==> src/rtl/uartlf_pkg.sv <==
// Behaviour
// - Parity bit set makes parity even; clear makes it odd, both directions.
// - Transmitter sends computed parity bit as last bit of each character.
// - Receiver checks parity; mismatch flags status and entry bit 8.
// - Stop select clear: one stop bit sent, one checked by receiver.
// - Depth enable set uses all 16 entries; clear uses one entry only.
// - Single-entry mode raises service request per frame received or sent.
// - Full FIFO mode uses half full, 8 of 16, for service requests.
// - Length field 11/10/01/00 selects eight/seven/six/five data bits.
// - Short characters are right aligned with zero upper bits.
// - Divisor is 12 bits: high nibble register plus low byte register.
// - Bit rate equals clock over 4 over 16 times divisor plus one.
// - Divisor gives 4096 rates; fastest is clock over 64, 312.5 Kbps at the bench's 20 MHz.
// - Control and divisor form one 19-bit register loaded on control write.
// - Parity check enable gates only the receive check.
package uartlf_pkg;
	// Register byte addresses
	localparam logic [11:0] ADDR_DATA   = 12'h160;
	localparam logic [11:0] ADDR_RXSTAT = 12'h164;
	localparam logic [11:0] ADDR_LFC    = 12'h168;
	localparam logic [11:0] ADDR_DIVHI  = 12'h16c;
	localparam logic [11:0] ADDR_DIVLO  = 12'h170;
	localparam logic [11:0] ADDR_CTRL   = 12'h174;
	localparam logic [11:0] ADDR_FLAG   = 12'h178;
	// Line format control fields
	localparam int LFC_BREAK = 0;
	localparam int LFC_PCHK  = 1;
	localparam int LFC_EVEN  = 2;
	localparam int LFC_STOP2 = 3;
	localparam int LFC_FIFO  = 4;
	localparam int LFC_LEN   = 5;
	localparam int LFC_W     = 7;
	localparam int DIV_W     = 12;
	localparam int COMB_W    = 19;
	localparam logic [COMB_W-1:0] COMB_RST = 19'h0;
	// Receive entry and status fields
	localparam int RXE_W    = 10;
	localparam int RXE_PERR = 8;
	localparam int RXE_FERR = 9;
	localparam int ST_FERR  = 0;
	localparam int ST_PERR  = 1;
	localparam int ST_OVR   = 2;
	localparam int FLG_TBUSY = 3;
	localparam int FLG_RXEMP = 4;
	localparam int FLG_TXFUL = 5;
	localparam int CTRL_EN   = 0;
	// FIFO sizing
	localparam int FIFO_DEPTH = 16;
	localparam int LVL_W      = 5;
	localparam logic [LVL_W-1:0] FIFO_HALF = 5'h08;
	// Rate timing: prescale by 4, 16 ticks per bit, sample at mid bit
	localparam logic [1:0] PRE_LAST = 2'h3;
	localparam logic [3:0] TK_LAST  = 4'hf;
	localparam logic [3:0] TK_MID   = 4'h7;
	typedef enum logic [2:0] {PH_IDLE, PH_START, PH_DATA, PH_PARITY, PH_STOP} uartlf_phase_type;
endpackage : uartlf_pkg

==> src/rtl/uartlf_fifo.sv <==
`timescale 1ns/1ps
`default_nettype none
module uartlf_fifo #(
	parameter int WIDTH = 8,
	parameter int DEPTH = 16,
	parameter int LW    = 5
) (
	input  wire logic             pclk,
	input  wire logic             presetn,
	input  wire logic             ce,
	input  wire logic             single,
	input  wire logic             in_valid,
	output logic                  in_ready,
	input  wire logic [WIDTH-1:0] in_data,
	output logic                  out_valid,
	input  wire logic             out_ready,
	output logic [WIDTH-1:0]      out_data,
	output logic [LW-1:0]         level
);
	localparam int AW = $clog2(DEPTH);
	typedef struct packed {
		logic [DEPTH-1:0][WIDTH-1:0] mem;
		logic [AW-1:0]               rd;
		logic [AW-1:0]               wr;
		logic [LW-1:0]               cnt;
	} uartlf_fifo_state_type;
	uartlf_fifo_state_type st_r;
	uartlf_fifo_state_type st_nxt;
	logic push;
	logic pop;

	// Single mode caps occupancy at one entry
	assign in_ready  = single ? (st_r.cnt == '0) : (st_r.cnt != LW'(DEPTH));
	assign out_valid = st_r.cnt != '0;
	assign out_data  = st_r.mem[st_r.rd];
	assign level     = st_r.cnt;
	assign push      = in_valid && in_ready;
	assign pop       = out_valid && out_ready;

	// Pointers wrap naturally, depth is a power of two
	always_comb
	begin
		st_nxt = st_r;
		if (push)
		begin
			st_nxt.mem[st_r.wr] = in_data;
			st_nxt.wr = st_r.wr + AW'(1);
		end
		if (pop)
			st_nxt.rd = st_r.rd + AW'(1);
		st_nxt.cnt = st_r.cnt + LW'(push) - LW'(pop);
	end

	always_ff @(posedge pclk or negedge presetn)
	begin
		if (!presetn)
			st_r <= '0;
		else if (ce)
			st_r <= st_nxt;
	end
endmodule : uartlf_fifo
`default_nettype wire

==> src/rtl/uartlf_rate.sv <==
`timescale 1ns/1ps
`default_nettype none
module uartlf_rate (
	input  wire logic        pclk,
	input  wire logic        presetn,
	input  wire logic        ce,
	input  wire logic [11:0] divisor,
	output logic             tick
);
	typedef struct packed {
		logic [1:0]  pre;
		logic [11:0] cnt;
		logic        tick;
	} uartlf_rate_state_type;
	uartlf_rate_state_type st_r;
	uartlf_rate_state_type st_nxt;

	assign tick = st_r.tick;

	// One tick every 4*(divisor+1) clocks, 16 ticks per bit
	always_comb
	begin
		st_nxt = st_r;
		st_nxt.tick = 1'b0;
		if (st_r.pre != uartlf_pkg::PRE_LAST)
			st_nxt.pre = st_r.pre + 2'h1;
		else
		begin
			st_nxt.pre = 2'h0;
			if (st_r.cnt == 12'h000)
			begin
				st_nxt.cnt = divisor;
				st_nxt.tick = 1'b1;
			end
			else
				st_nxt.cnt = st_r.cnt - 12'h001;
		end
	end

	always_ff @(posedge pclk or negedge presetn)
	begin
		if (!presetn)
			st_r <= '0;
		else if (ce)
			st_r <= st_nxt;
	end
endmodule : uartlf_rate
`default_nettype wire

==> src/rtl/uartlf_top.sv <==
// Added by the designer: the APB register port.
`timescale 1ns/1ps
`default_nettype none
module uartlf_top (
	input  wire logic        pclk,
	input  wire logic        presetn,
	input  wire logic        ce,
	input  wire logic        psel,
	input  wire logic        penable,
	input  wire logic        pwrite,
	input  wire logic [11:0] paddr,
	input  wire logic [31:0] pwdata,
	output logic [31:0]      prdata,
	output logic             pready,
	output logic             pslverr,
	input  wire logic        rxd,
	output logic             txd,
	output logic             rx_service_request,
	output logic             tx_service_request
);
	typedef struct packed {
		logic                         pready;
		logic                         pslverr;
		logic [31:0]                  prdata;
		logic                         rdv;
		logic [7:0]                   div_lo;
		logic [3:0]                   div_hi;
		logic [uartlf_pkg::COMB_W-1:0] comb;
		logic                         en;
		logic [2:0]                   stat;
		logic                         rxs1;
		logic                         rxs2;
		uartlf_pkg::uartlf_phase_type tx_ph;
		logic [3:0]                   tx_tk;
		logic [2:0]                   tx_bit;
		logic [7:0]                   tx_sh;
		logic                         tx_stop2;
		logic                         txd;
		uartlf_pkg::uartlf_phase_type rx_ph;
		logic [3:0]                   rx_tk;
		logic [2:0]                   rx_bit;
		logic [7:0]                   rx_sh;
		logic                         rx_perr;
		logic                         rx_push;
		logic [uartlf_pkg::RXE_W-1:0] rx_word;
		logic                         rxreq;
		logic                         txreq;
	} uartlf_top_state_type;
	uartlf_top_state_type st_r;
	uartlf_top_state_type st_nxt;

	logic [uartlf_pkg::LFC_W-1:0] lfc;
	logic [1:0]                   len;
	logic [2:0]                   last_bit;
	logic                         even;
	logic                         stop2;
	logic                         fifo_en;
	logic                         pchk;
	logic                         brk;
	logic                         setup;
	logic                         access;
	logic                         tick;
	logic                         tx_push;
	logic                         tx_pop;
	logic                         rx_pop;
	logic                         txq_ready;
	logic                         txq_valid;
	logic [7:0]                   txq_data;
	logic [uartlf_pkg::LVL_W-1:0] txq_level;
	logic                         rxq_ready;
	logic                         rxq_valid;
	logic [uartlf_pkg::RXE_W-1:0] rxq_data;
	logic [uartlf_pkg::LVL_W-1:0] rxq_level;

	// Keep only the selected number of data bits
	function automatic logic [7:0] len_mask(input logic [7:0] d, input logic [1:0] l);
		len_mask = d & (8'hff >> (2'h3 - l));
	endfunction : len_mask

	// Parity bit that makes the chosen total parity
	function automatic logic par_bit(input logic [7:0] d, input logic [1:0] l, input logic ev);
		par_bit = ev ? ^len_mask(d, l) : ~^len_mask(d, l);
	endfunction : par_bit

	// Live format comes only from the committed register
	assign lfc      = st_r.comb[uartlf_pkg::COMB_W-1:uartlf_pkg::DIV_W];
	assign len      = lfc[uartlf_pkg::LFC_LEN +: 2];
	assign last_bit = {1'b0, len} + 3'h4;
	assign even     = lfc[uartlf_pkg::LFC_EVEN];
	assign stop2    = lfc[uartlf_pkg::LFC_STOP2];
	assign fifo_en  = lfc[uartlf_pkg::LFC_FIFO];
	assign pchk     = lfc[uartlf_pkg::LFC_PCHK];
	assign brk      = lfc[uartlf_pkg::LFC_BREAK];

	// Bus phase decode and FIFO handshakes
	assign setup   = psel && !penable;
	assign access  = psel && penable && st_r.pready;
	assign tx_push = access && pwrite && paddr == uartlf_pkg::ADDR_DATA;
	assign rx_pop  = access && !pwrite && paddr == uartlf_pkg::ADDR_DATA && st_r.rdv;
	assign tx_pop  = tick && st_r.en && !brk && st_r.tx_ph == uartlf_pkg::PH_IDLE && txq_valid;

	assign prdata             = st_r.prdata;
	assign pready             = st_r.pready;
	assign pslverr            = st_r.pslverr;
	assign txd                = st_r.txd;
	assign rx_service_request = st_r.rxreq;
	assign tx_service_request = st_r.txreq;

	uartlf_rate u_rate (
		.pclk    (pclk),
		.presetn (presetn),
		.ce      (ce),
		.divisor (st_r.comb[uartlf_pkg::DIV_W-1:0]),
		.tick    (tick)
	);

	// Both queues drop to one entry when depth enable is clear
	uartlf_fifo #(.WIDTH(8), .DEPTH(uartlf_pkg::FIFO_DEPTH), .LW(uartlf_pkg::LVL_W)) u_txq (
		.pclk      (pclk),
		.presetn   (presetn),
		.ce        (ce),
		.single    (!fifo_en),
		.in_valid  (tx_push),
		.in_ready  (txq_ready),
		.in_data   (len_mask(pwdata[7:0], len)),
		.out_valid (txq_valid),
		.out_ready (tx_pop),
		.out_data  (txq_data),
		.level     (txq_level)
	);

	uartlf_fifo #(.WIDTH(uartlf_pkg::RXE_W), .DEPTH(uartlf_pkg::FIFO_DEPTH), .LW(uartlf_pkg::LVL_W)) u_rxq (
		.pclk      (pclk),
		.presetn   (presetn),
		.ce        (ce),
		.single    (!fifo_en),
		.in_valid  (st_r.rx_push),
		.in_ready  (rxq_ready),
		.in_data   (st_r.rx_word),
		.out_valid (rxq_valid),
		.out_ready (rx_pop),
		.out_data  (rxq_data),
		.level     (rxq_level)
	);

	// Bus slave, transmitter, receiver and request logic
	always_comb
	begin
		st_nxt = st_r;
		st_nxt.pready = 1'b0;
		st_nxt.rx_push = 1'b0;
		// Zero-wait slave: answer prepared in setup
		if (setup)
		begin
			st_nxt.pready = 1'b1;
			st_nxt.pslverr = 1'b0;
			st_nxt.prdata = 32'h0;
			st_nxt.rdv = rxq_valid;
			case (paddr)
				// Empty queue reads zero, not a stale slot
				uartlf_pkg::ADDR_DATA:   st_nxt.prdata = rxq_valid ? {24'h0, rxq_data[7:0]} : 32'h0;
				uartlf_pkg::ADDR_RXSTAT: st_nxt.prdata = {29'h0, st_r.stat};
				uartlf_pkg::ADDR_LFC:    st_nxt.prdata = {25'h0, lfc};
				uartlf_pkg::ADDR_DIVHI:  st_nxt.prdata = {28'h0, st_r.div_hi};
				uartlf_pkg::ADDR_DIVLO:  st_nxt.prdata = {24'h0, st_r.div_lo};
				uartlf_pkg::ADDR_CTRL:   st_nxt.prdata = {31'h0, st_r.en};
				uartlf_pkg::ADDR_FLAG:   st_nxt.prdata = {26'h0, !txq_ready, !rxq_valid,
					st_r.tx_ph != uartlf_pkg::PH_IDLE, 3'h0};
				default:                 st_nxt.pslverr = 1'b1;
			endcase
		end
		// Divisor writes only stage; control write commits all 19 bits
		if (access && pwrite)
		begin
			case (paddr)
				uartlf_pkg::ADDR_DIVLO: st_nxt.div_lo = pwdata[7:0];
				uartlf_pkg::ADDR_DIVHI: st_nxt.div_hi = pwdata[3:0];
				uartlf_pkg::ADDR_LFC:   st_nxt.comb = {pwdata[6:0], st_r.div_hi, st_r.div_lo};
				uartlf_pkg::ADDR_CTRL:  st_nxt.en = pwdata[uartlf_pkg::CTRL_EN];
				default:                st_nxt.en = st_r.en;
			endcase
		end
		// Reading data loads that entry's errors and clears overrun
		if (rx_pop)
		begin
			st_nxt.stat[uartlf_pkg::ST_FERR] = rxq_data[uartlf_pkg::RXE_FERR];
			st_nxt.stat[uartlf_pkg::ST_PERR] = rxq_data[uartlf_pkg::RXE_PERR];
			st_nxt.stat[uartlf_pkg::ST_OVR] = 1'b0;
		end
		// Overrun set wins over the clear by a data read
		if (st_r.rx_push && !rxq_ready)
			st_nxt.stat[uartlf_pkg::ST_OVR] = 1'b1;

		// Receive pin synchroniser; only rxs2 is used
		st_nxt.rxs1 = rxd;
		st_nxt.rxs2 = st_r.rxs1;

		// Transmitter: start, data LSB first, parity, stop bits
		if (tick)
		begin
			if (st_r.tx_ph != uartlf_pkg::PH_IDLE)
				st_nxt.tx_tk = st_r.tx_tk + 4'h1;
			case (st_r.tx_ph)
				uartlf_pkg::PH_IDLE:
				begin
					st_nxt.txd = !brk;
					if (tx_pop)
					begin
						st_nxt.tx_sh = txq_data;
						st_nxt.tx_ph = uartlf_pkg::PH_START;
						st_nxt.tx_tk = 4'h0;
						st_nxt.txd = 1'b0;
					end
				end
				uartlf_pkg::PH_START:
					if (st_r.tx_tk == uartlf_pkg::TK_LAST)
					begin
						st_nxt.tx_ph = uartlf_pkg::PH_DATA;
						st_nxt.tx_bit = 3'h0;
						st_nxt.txd = st_r.tx_sh[0];
					end
				uartlf_pkg::PH_DATA:
					if (st_r.tx_tk == uartlf_pkg::TK_LAST)
					begin
						if (st_r.tx_bit == last_bit)
						begin
							// Parity always sent, whatever the check enable
							st_nxt.tx_ph = uartlf_pkg::PH_PARITY;
							st_nxt.txd = par_bit(st_r.tx_sh, len, even);
						end
						else
						begin
							st_nxt.tx_bit = st_r.tx_bit + 3'h1;
							st_nxt.txd = st_r.tx_sh[st_r.tx_bit + 3'h1];
						end
					end
				uartlf_pkg::PH_PARITY:
					if (st_r.tx_tk == uartlf_pkg::TK_LAST)
					begin
						st_nxt.tx_ph = uartlf_pkg::PH_STOP;
						st_nxt.tx_stop2 = stop2;
						st_nxt.txd = 1'b1;
					end
				uartlf_pkg::PH_STOP:
					if (st_r.tx_tk == uartlf_pkg::TK_LAST)
					begin
						if (st_r.tx_stop2)
							st_nxt.tx_stop2 = 1'b0;
						else
							st_nxt.tx_ph = uartlf_pkg::PH_IDLE;
					end
				default: st_nxt.tx_ph = uartlf_pkg::PH_IDLE;
			endcase
		end

		// Receiver: mid-bit sampling, second stop bit left unchecked
		if (tick)
		begin
			st_nxt.rx_tk = st_r.rx_tk + 4'h1;
			case (st_r.rx_ph)
				uartlf_pkg::PH_IDLE:
					if (st_r.en && !st_r.rxs2)
					begin
						st_nxt.rx_ph = uartlf_pkg::PH_START;
						st_nxt.rx_tk = 4'h0;
					end
				uartlf_pkg::PH_START:
					if (st_r.rx_tk == uartlf_pkg::TK_MID)
					begin
						// Glitch shorter than half a bit is dropped
						st_nxt.rx_ph = st_r.rxs2 ? uartlf_pkg::PH_IDLE : uartlf_pkg::PH_DATA;
						st_nxt.rx_tk = 4'h0;
						st_nxt.rx_bit = 3'h0;
						st_nxt.rx_sh = 8'h00;
					end
				uartlf_pkg::PH_DATA:
					if (st_r.rx_tk == uartlf_pkg::TK_LAST)
					begin
						st_nxt.rx_sh[st_r.rx_bit] = st_r.rxs2;
						st_nxt.rx_bit = st_r.rx_bit + 3'h1;
						if (st_r.rx_bit == last_bit)
							st_nxt.rx_ph = uartlf_pkg::PH_PARITY;
					end
				uartlf_pkg::PH_PARITY:
					if (st_r.rx_tk == uartlf_pkg::TK_LAST)
					begin
						// Parity bit stripped, checked only when enabled
						st_nxt.rx_perr = pchk && (st_r.rxs2 != par_bit(st_r.rx_sh, len, even));
						st_nxt.rx_ph = uartlf_pkg::PH_STOP;
					end
				uartlf_pkg::PH_STOP:
					if (st_r.rx_tk == uartlf_pkg::TK_LAST)
					begin
						st_nxt.rx_word = {!st_r.rxs2, st_r.rx_perr, st_r.rx_sh};
						st_nxt.rx_push = 1'b1;
						st_nxt.rx_ph = uartlf_pkg::PH_IDLE;
					end
				default: st_nxt.rx_ph = uartlf_pkg::PH_IDLE;
			endcase
		end

		// Single entry: request per frame; full FIFO: half-full threshold
		st_nxt.rxreq = fifo_en ? (rxq_level >= uartlf_pkg::FIFO_HALF) : rxq_valid;
		st_nxt.txreq = st_r.en && (fifo_en ? (txq_level <= uartlf_pkg::FIFO_HALF) : !txq_valid);
	end

	// Line idles high from reset
	always_ff @(posedge pclk or negedge presetn)
	begin
		if (!presetn)
		begin
			st_r <= '0;
			st_r.comb <= uartlf_pkg::COMB_RST;
			st_r.txd <= 1'b1;
			st_r.rxs1 <= 1'b1;
			st_r.rxs2 <= 1'b1;
		end
		else if (ce)
			st_r <= st_nxt;
	end
endmodule : uartlf_top
`default_nettype wire

==> config.mk <==
export PLATFORM = sky130hd
export DESIGN_NAME = uartlf_top
export DESIGN_NICKNAME = d
export VERILOG_FILES = /design/src/rtl/uartlf_pkg.sv /design/src/rtl/uartlf_fifo.sv /design/src/rtl/uartlf_rate.sv /design/src/rtl/uartlf_top.sv
export SDC_FILE = /design/constraint.sdc
export NUM_CORES = 1
export LEC_CHECK = 0
export BUFFER_PORTS_ARGS = -buffer_cell sky130_fd_sc_hd__buf_4
export CORE_ASPECT_RATIO = 1.5
export CORE_MARGIN = 2
export CORE_UTILIZATION = 35
export DETAILED_ROUTE_END_ITERATION = 10
export PLACE_DENSITY = 0.48
export SYNTH_ARGS = -nofsm -noshare
export SYNTH_HDL_FRONTEND = slang
export SYNTH_SLANG_ARGS = --single-unit
==> constraint.sdc <==
create_clock -name pclk -period 6.25 [get_ports pclk]
set_input_delay 0.3125 -clock pclk [delete_from_list [all_inputs] [get_ports pclk]]
set_output_delay 0.3125 -clock pclk [all_outputs]
set_load 0.01 [all_outputs]
==> impl_metrics.tcl <==
set metrics [dict create \
    clockRootBuffer "clkbuf_16" \
    ys_ff_latch 429 \
    routed_wl_um 52700 \
    slew-limit-headroom_pct 19.5 \
    drc_errors 0 \
    critical_path.endpoint_type "flip-flop" \
    regArea_um2 10700 \
    crit_top_cell "ha_1" \
    p_int_mw 4.79 \
    cts.clk_slew.worst_paths_ps 60 \
    crit_type "reg2reg" \
    dr.pass1.iters 5 \
    dieWidth_um 204 \
    start_kind "flip-flop" \
    swShare_pct 25.0 \
    synth_area_leaders "dfrtp_1, mux2_2, mux4_2" \
    ys_types 84 \
    hold_viol 0 \
    core_region_area_um2 59700 \
    crit_path_top_delay_cell "nor4_4" \
    power_density_nw_per_um2 273 \
    seq_power_share_pct 46.3 \
    synthTopCellsByCount "dfrtp_1, mux2_2, nand2_1" \
    power.leakage_nw 10.9 \
    path_cells "inv_1 -> ha_1 -> nor4b_1 -> buf_4 -> nor4_4 -> and4b_1 -> ha_1 -> inv_1 -> ha_1 -> fa_1 -> a21oi_1 -> nor2_1 -> nor2_1 -> xnor2_1 -> a21oi_1" \
    first_global_vias 13400 \
    grt_max_degree 185 \
    crit_fanout 8 \
    area_growth_pct 11.4 \
    yosys_warnings 0 \
    layout-drive-gt1-share_pct 31.6 \
    overflow 0 \
    drtAntennaViolNets 0 \
    synth-main-ff-cell "dfrtp_1" \
    dpl-instance-area_um2 21700 \
    pwr-share-clk_pct 45.4 \
    max-vdd-ir-drop_uv 190 \
    synth_largest_area_cell "dfrtp_1" \
    rows 110 \
    fin_skew_ps 25.0 \
    netlist_instances 1564 \
    ys_async_sr_fraction_pct 100 \
    crit_required_ps 6690 \
    tns_ps 0 \
    nNetsFinal 1647 \
    antenna_cells 0 \
    critPathArrivalTime_ps 3840 \
    max_freq_ghz 0.294 \
    syn_area_um2 21000 \
    maxSlewViolCount 0 \
    cts_buffers 46 \
    cap_violations 0 \
    period_minus_slack_ps 3400 \
    antenna_found_initial 5 \
    via_per_inst 5.27 \
    period_share_pct 54.5 \
    max_stage_delay_ps 580 \
    initial_core_util_pct 35.1 \
    insertion_delay_ps 590 \
    vias 12500 \
    setup-violations-final 0 \
    post_cts_buffers 0 \
    numClockSinks 429 \
    dieArea_um2 62000 \
    clockBufferDepth 3 \
    multi_input_area_um2 9460 \
    avgRoutedWirePerCell_um 22.1 \
    fin_area_um2 23400 \
    cts_tree "yes" \
    synth_top_area_share_pct 50.8 \
    status "finished clean" \
    dp_hpwl_um 35800 \
    nFillCells 5729 \
    worst_pin_slew_ps 1210 \
    num_io_pins 88 \
    rsz0062_at_grt "no" \
    grt_pass1_wl_um 82200 \
    p_comb_share_pct 8.3 \
    h-tree-depth 2 \
    gp_congestion 0.813 \
    yosysMostFrequentCell "dfrtp_1" \
    post_cts_resized 0 \
    portBuffers 39 \
    drt_iter0_markers 653 \
    synth.avg_cell_area_um2 13.4 \
    chipHeight_um 304 \
    synth-edff-count 0 \
    p_switching_mw 1.60 \
    yosysSeqAreaShare_pct 51.2 \
    min_path_type "in2reg" \
    grtUsageTotal_pct 17.4 \
]
sequential cells by signal, summed over array words and instances (netlist names), 2 cells and up:
| signal | cells |
|---|---|
| u_rxq.st_r | 168 |
| lfc | 2 |
| prdata | 8 |
| st_r | 79 |
| u_rxq.level | 5 |
| u_txq.st_r | 136 |
| u_txq.level | 5 |
| u_rate.st_r | 14 |
| len | 2 |
power by group through the flow:
stage	clock (mW)	sequential [mW]	combinational, mW
6_report	2.90	2.96	0.533
3_5_place_dp	0	3.01	0.540
3_3_place_gp	0	3.01	0.531
5_1_grt	3.08	2.97	0.618
2_1_floorplan	0	2.98	0.375
4_1_cts	2.98	2.96	0.544
metrics by stage:
stage,setup slack (ps),hold slack (ps),total power [mW],std cells,utilization (%)
after floorplan,3160,16.9,3.36,1587,-
after global placement,2690,312,3.54,2292,36.4
after detailed placement,2680,315,3.55,2292,36.4
after CTS,2770,107,6.49,2381,39.2
after global routing,2570,148,6.67,2381,39.2
final,2850,139,6.39,2381,39.2
kinds of logic (layout without fill, tap and decap cells):
logic type      after synthesis  count (layout)  synth area share, %
other cells                   1              24               0.0179
compound gates              168             168                 5.04
fa+ha+maj                    35              35                 2.16
xor+xnor                     41              41                 1.71
buf+inv                     173             183                 4.20
mux                         442             442                 28.4
simple gates                275             275                 7.31
flops                       429             429                 51.2
metal layers:
layer	vias up	track usage, %	wire, µm
li1	5667	-	-
met1	6600	20.6	21200
met2	186	32.2	28300
met3	81	2.96	1820
met4	8	4.87	1320
met5	-	0	42
layout by cell type, fill, tap and decap left out, drive strengths merged, types with 28 or more instances in the layout:
cell type / netlist / layout
clkbuf: 46 / 69
inv: 44 / 45
o21ai: 57 / 57
nor2: 43 / 43
dfrtp: 426 / 426
nand3: 28 / 28
mux4: 89 / 89
a21oi: 38 / 38
xnor2: 36 / 36
nand2: 97 / 97
mux2: 339 / 339
ha: 33 / 33
buf: 83 / 50
path summary, 6_finish.rpt:
check	to	startpoint	slack, ps	cells after the start
worst max-delay path	u_rxq.level[4]	u_rxq.level[2]	2850	15
worst min-delay path	pslverr	penable	140	4
worst max register to register	u_rxq.level[4]	u_rxq.level[2]	2850	15
worst min register to register	u_txq.st_r[96]	u_txq.st_r[96]	480	1
max in group asynchronous	u_txq.st_r[120]	presetn	4480	3
min in group asynchronous	u_txq.level[0]	presetn	270	2
layout make-up:
cell class / instances / share of cell area (%)
Multi-Input combinational cell: 985 / 40.4
Clock inverter: 15 / 0.872
Timing Repair Buffer: 55 / 1.90
Sequential cell: 429 / 45.9
Clock buffer: 69 / 5.97
Inverter: 44 / 0.706
Tap cell: 784 / 4.19
critical path, delay by kind of cell (launching register included):
family	cells	cell delay [ps]
DFF	1	380
buffers and inverters	3	300
adders and majority gates	4	990
AOI/OAI and AO/OA	2	240
xor gates and xnor gates	1	130
and+or+nand+nor	5	1220
what timing repair did:
action                                  4_1_cts  5_1_grt
hold endpoints to repair                     70        0
hold buffers                                  5        0
endpoints found under the setup margin        0        0
(Power assumes the default switching activity.)
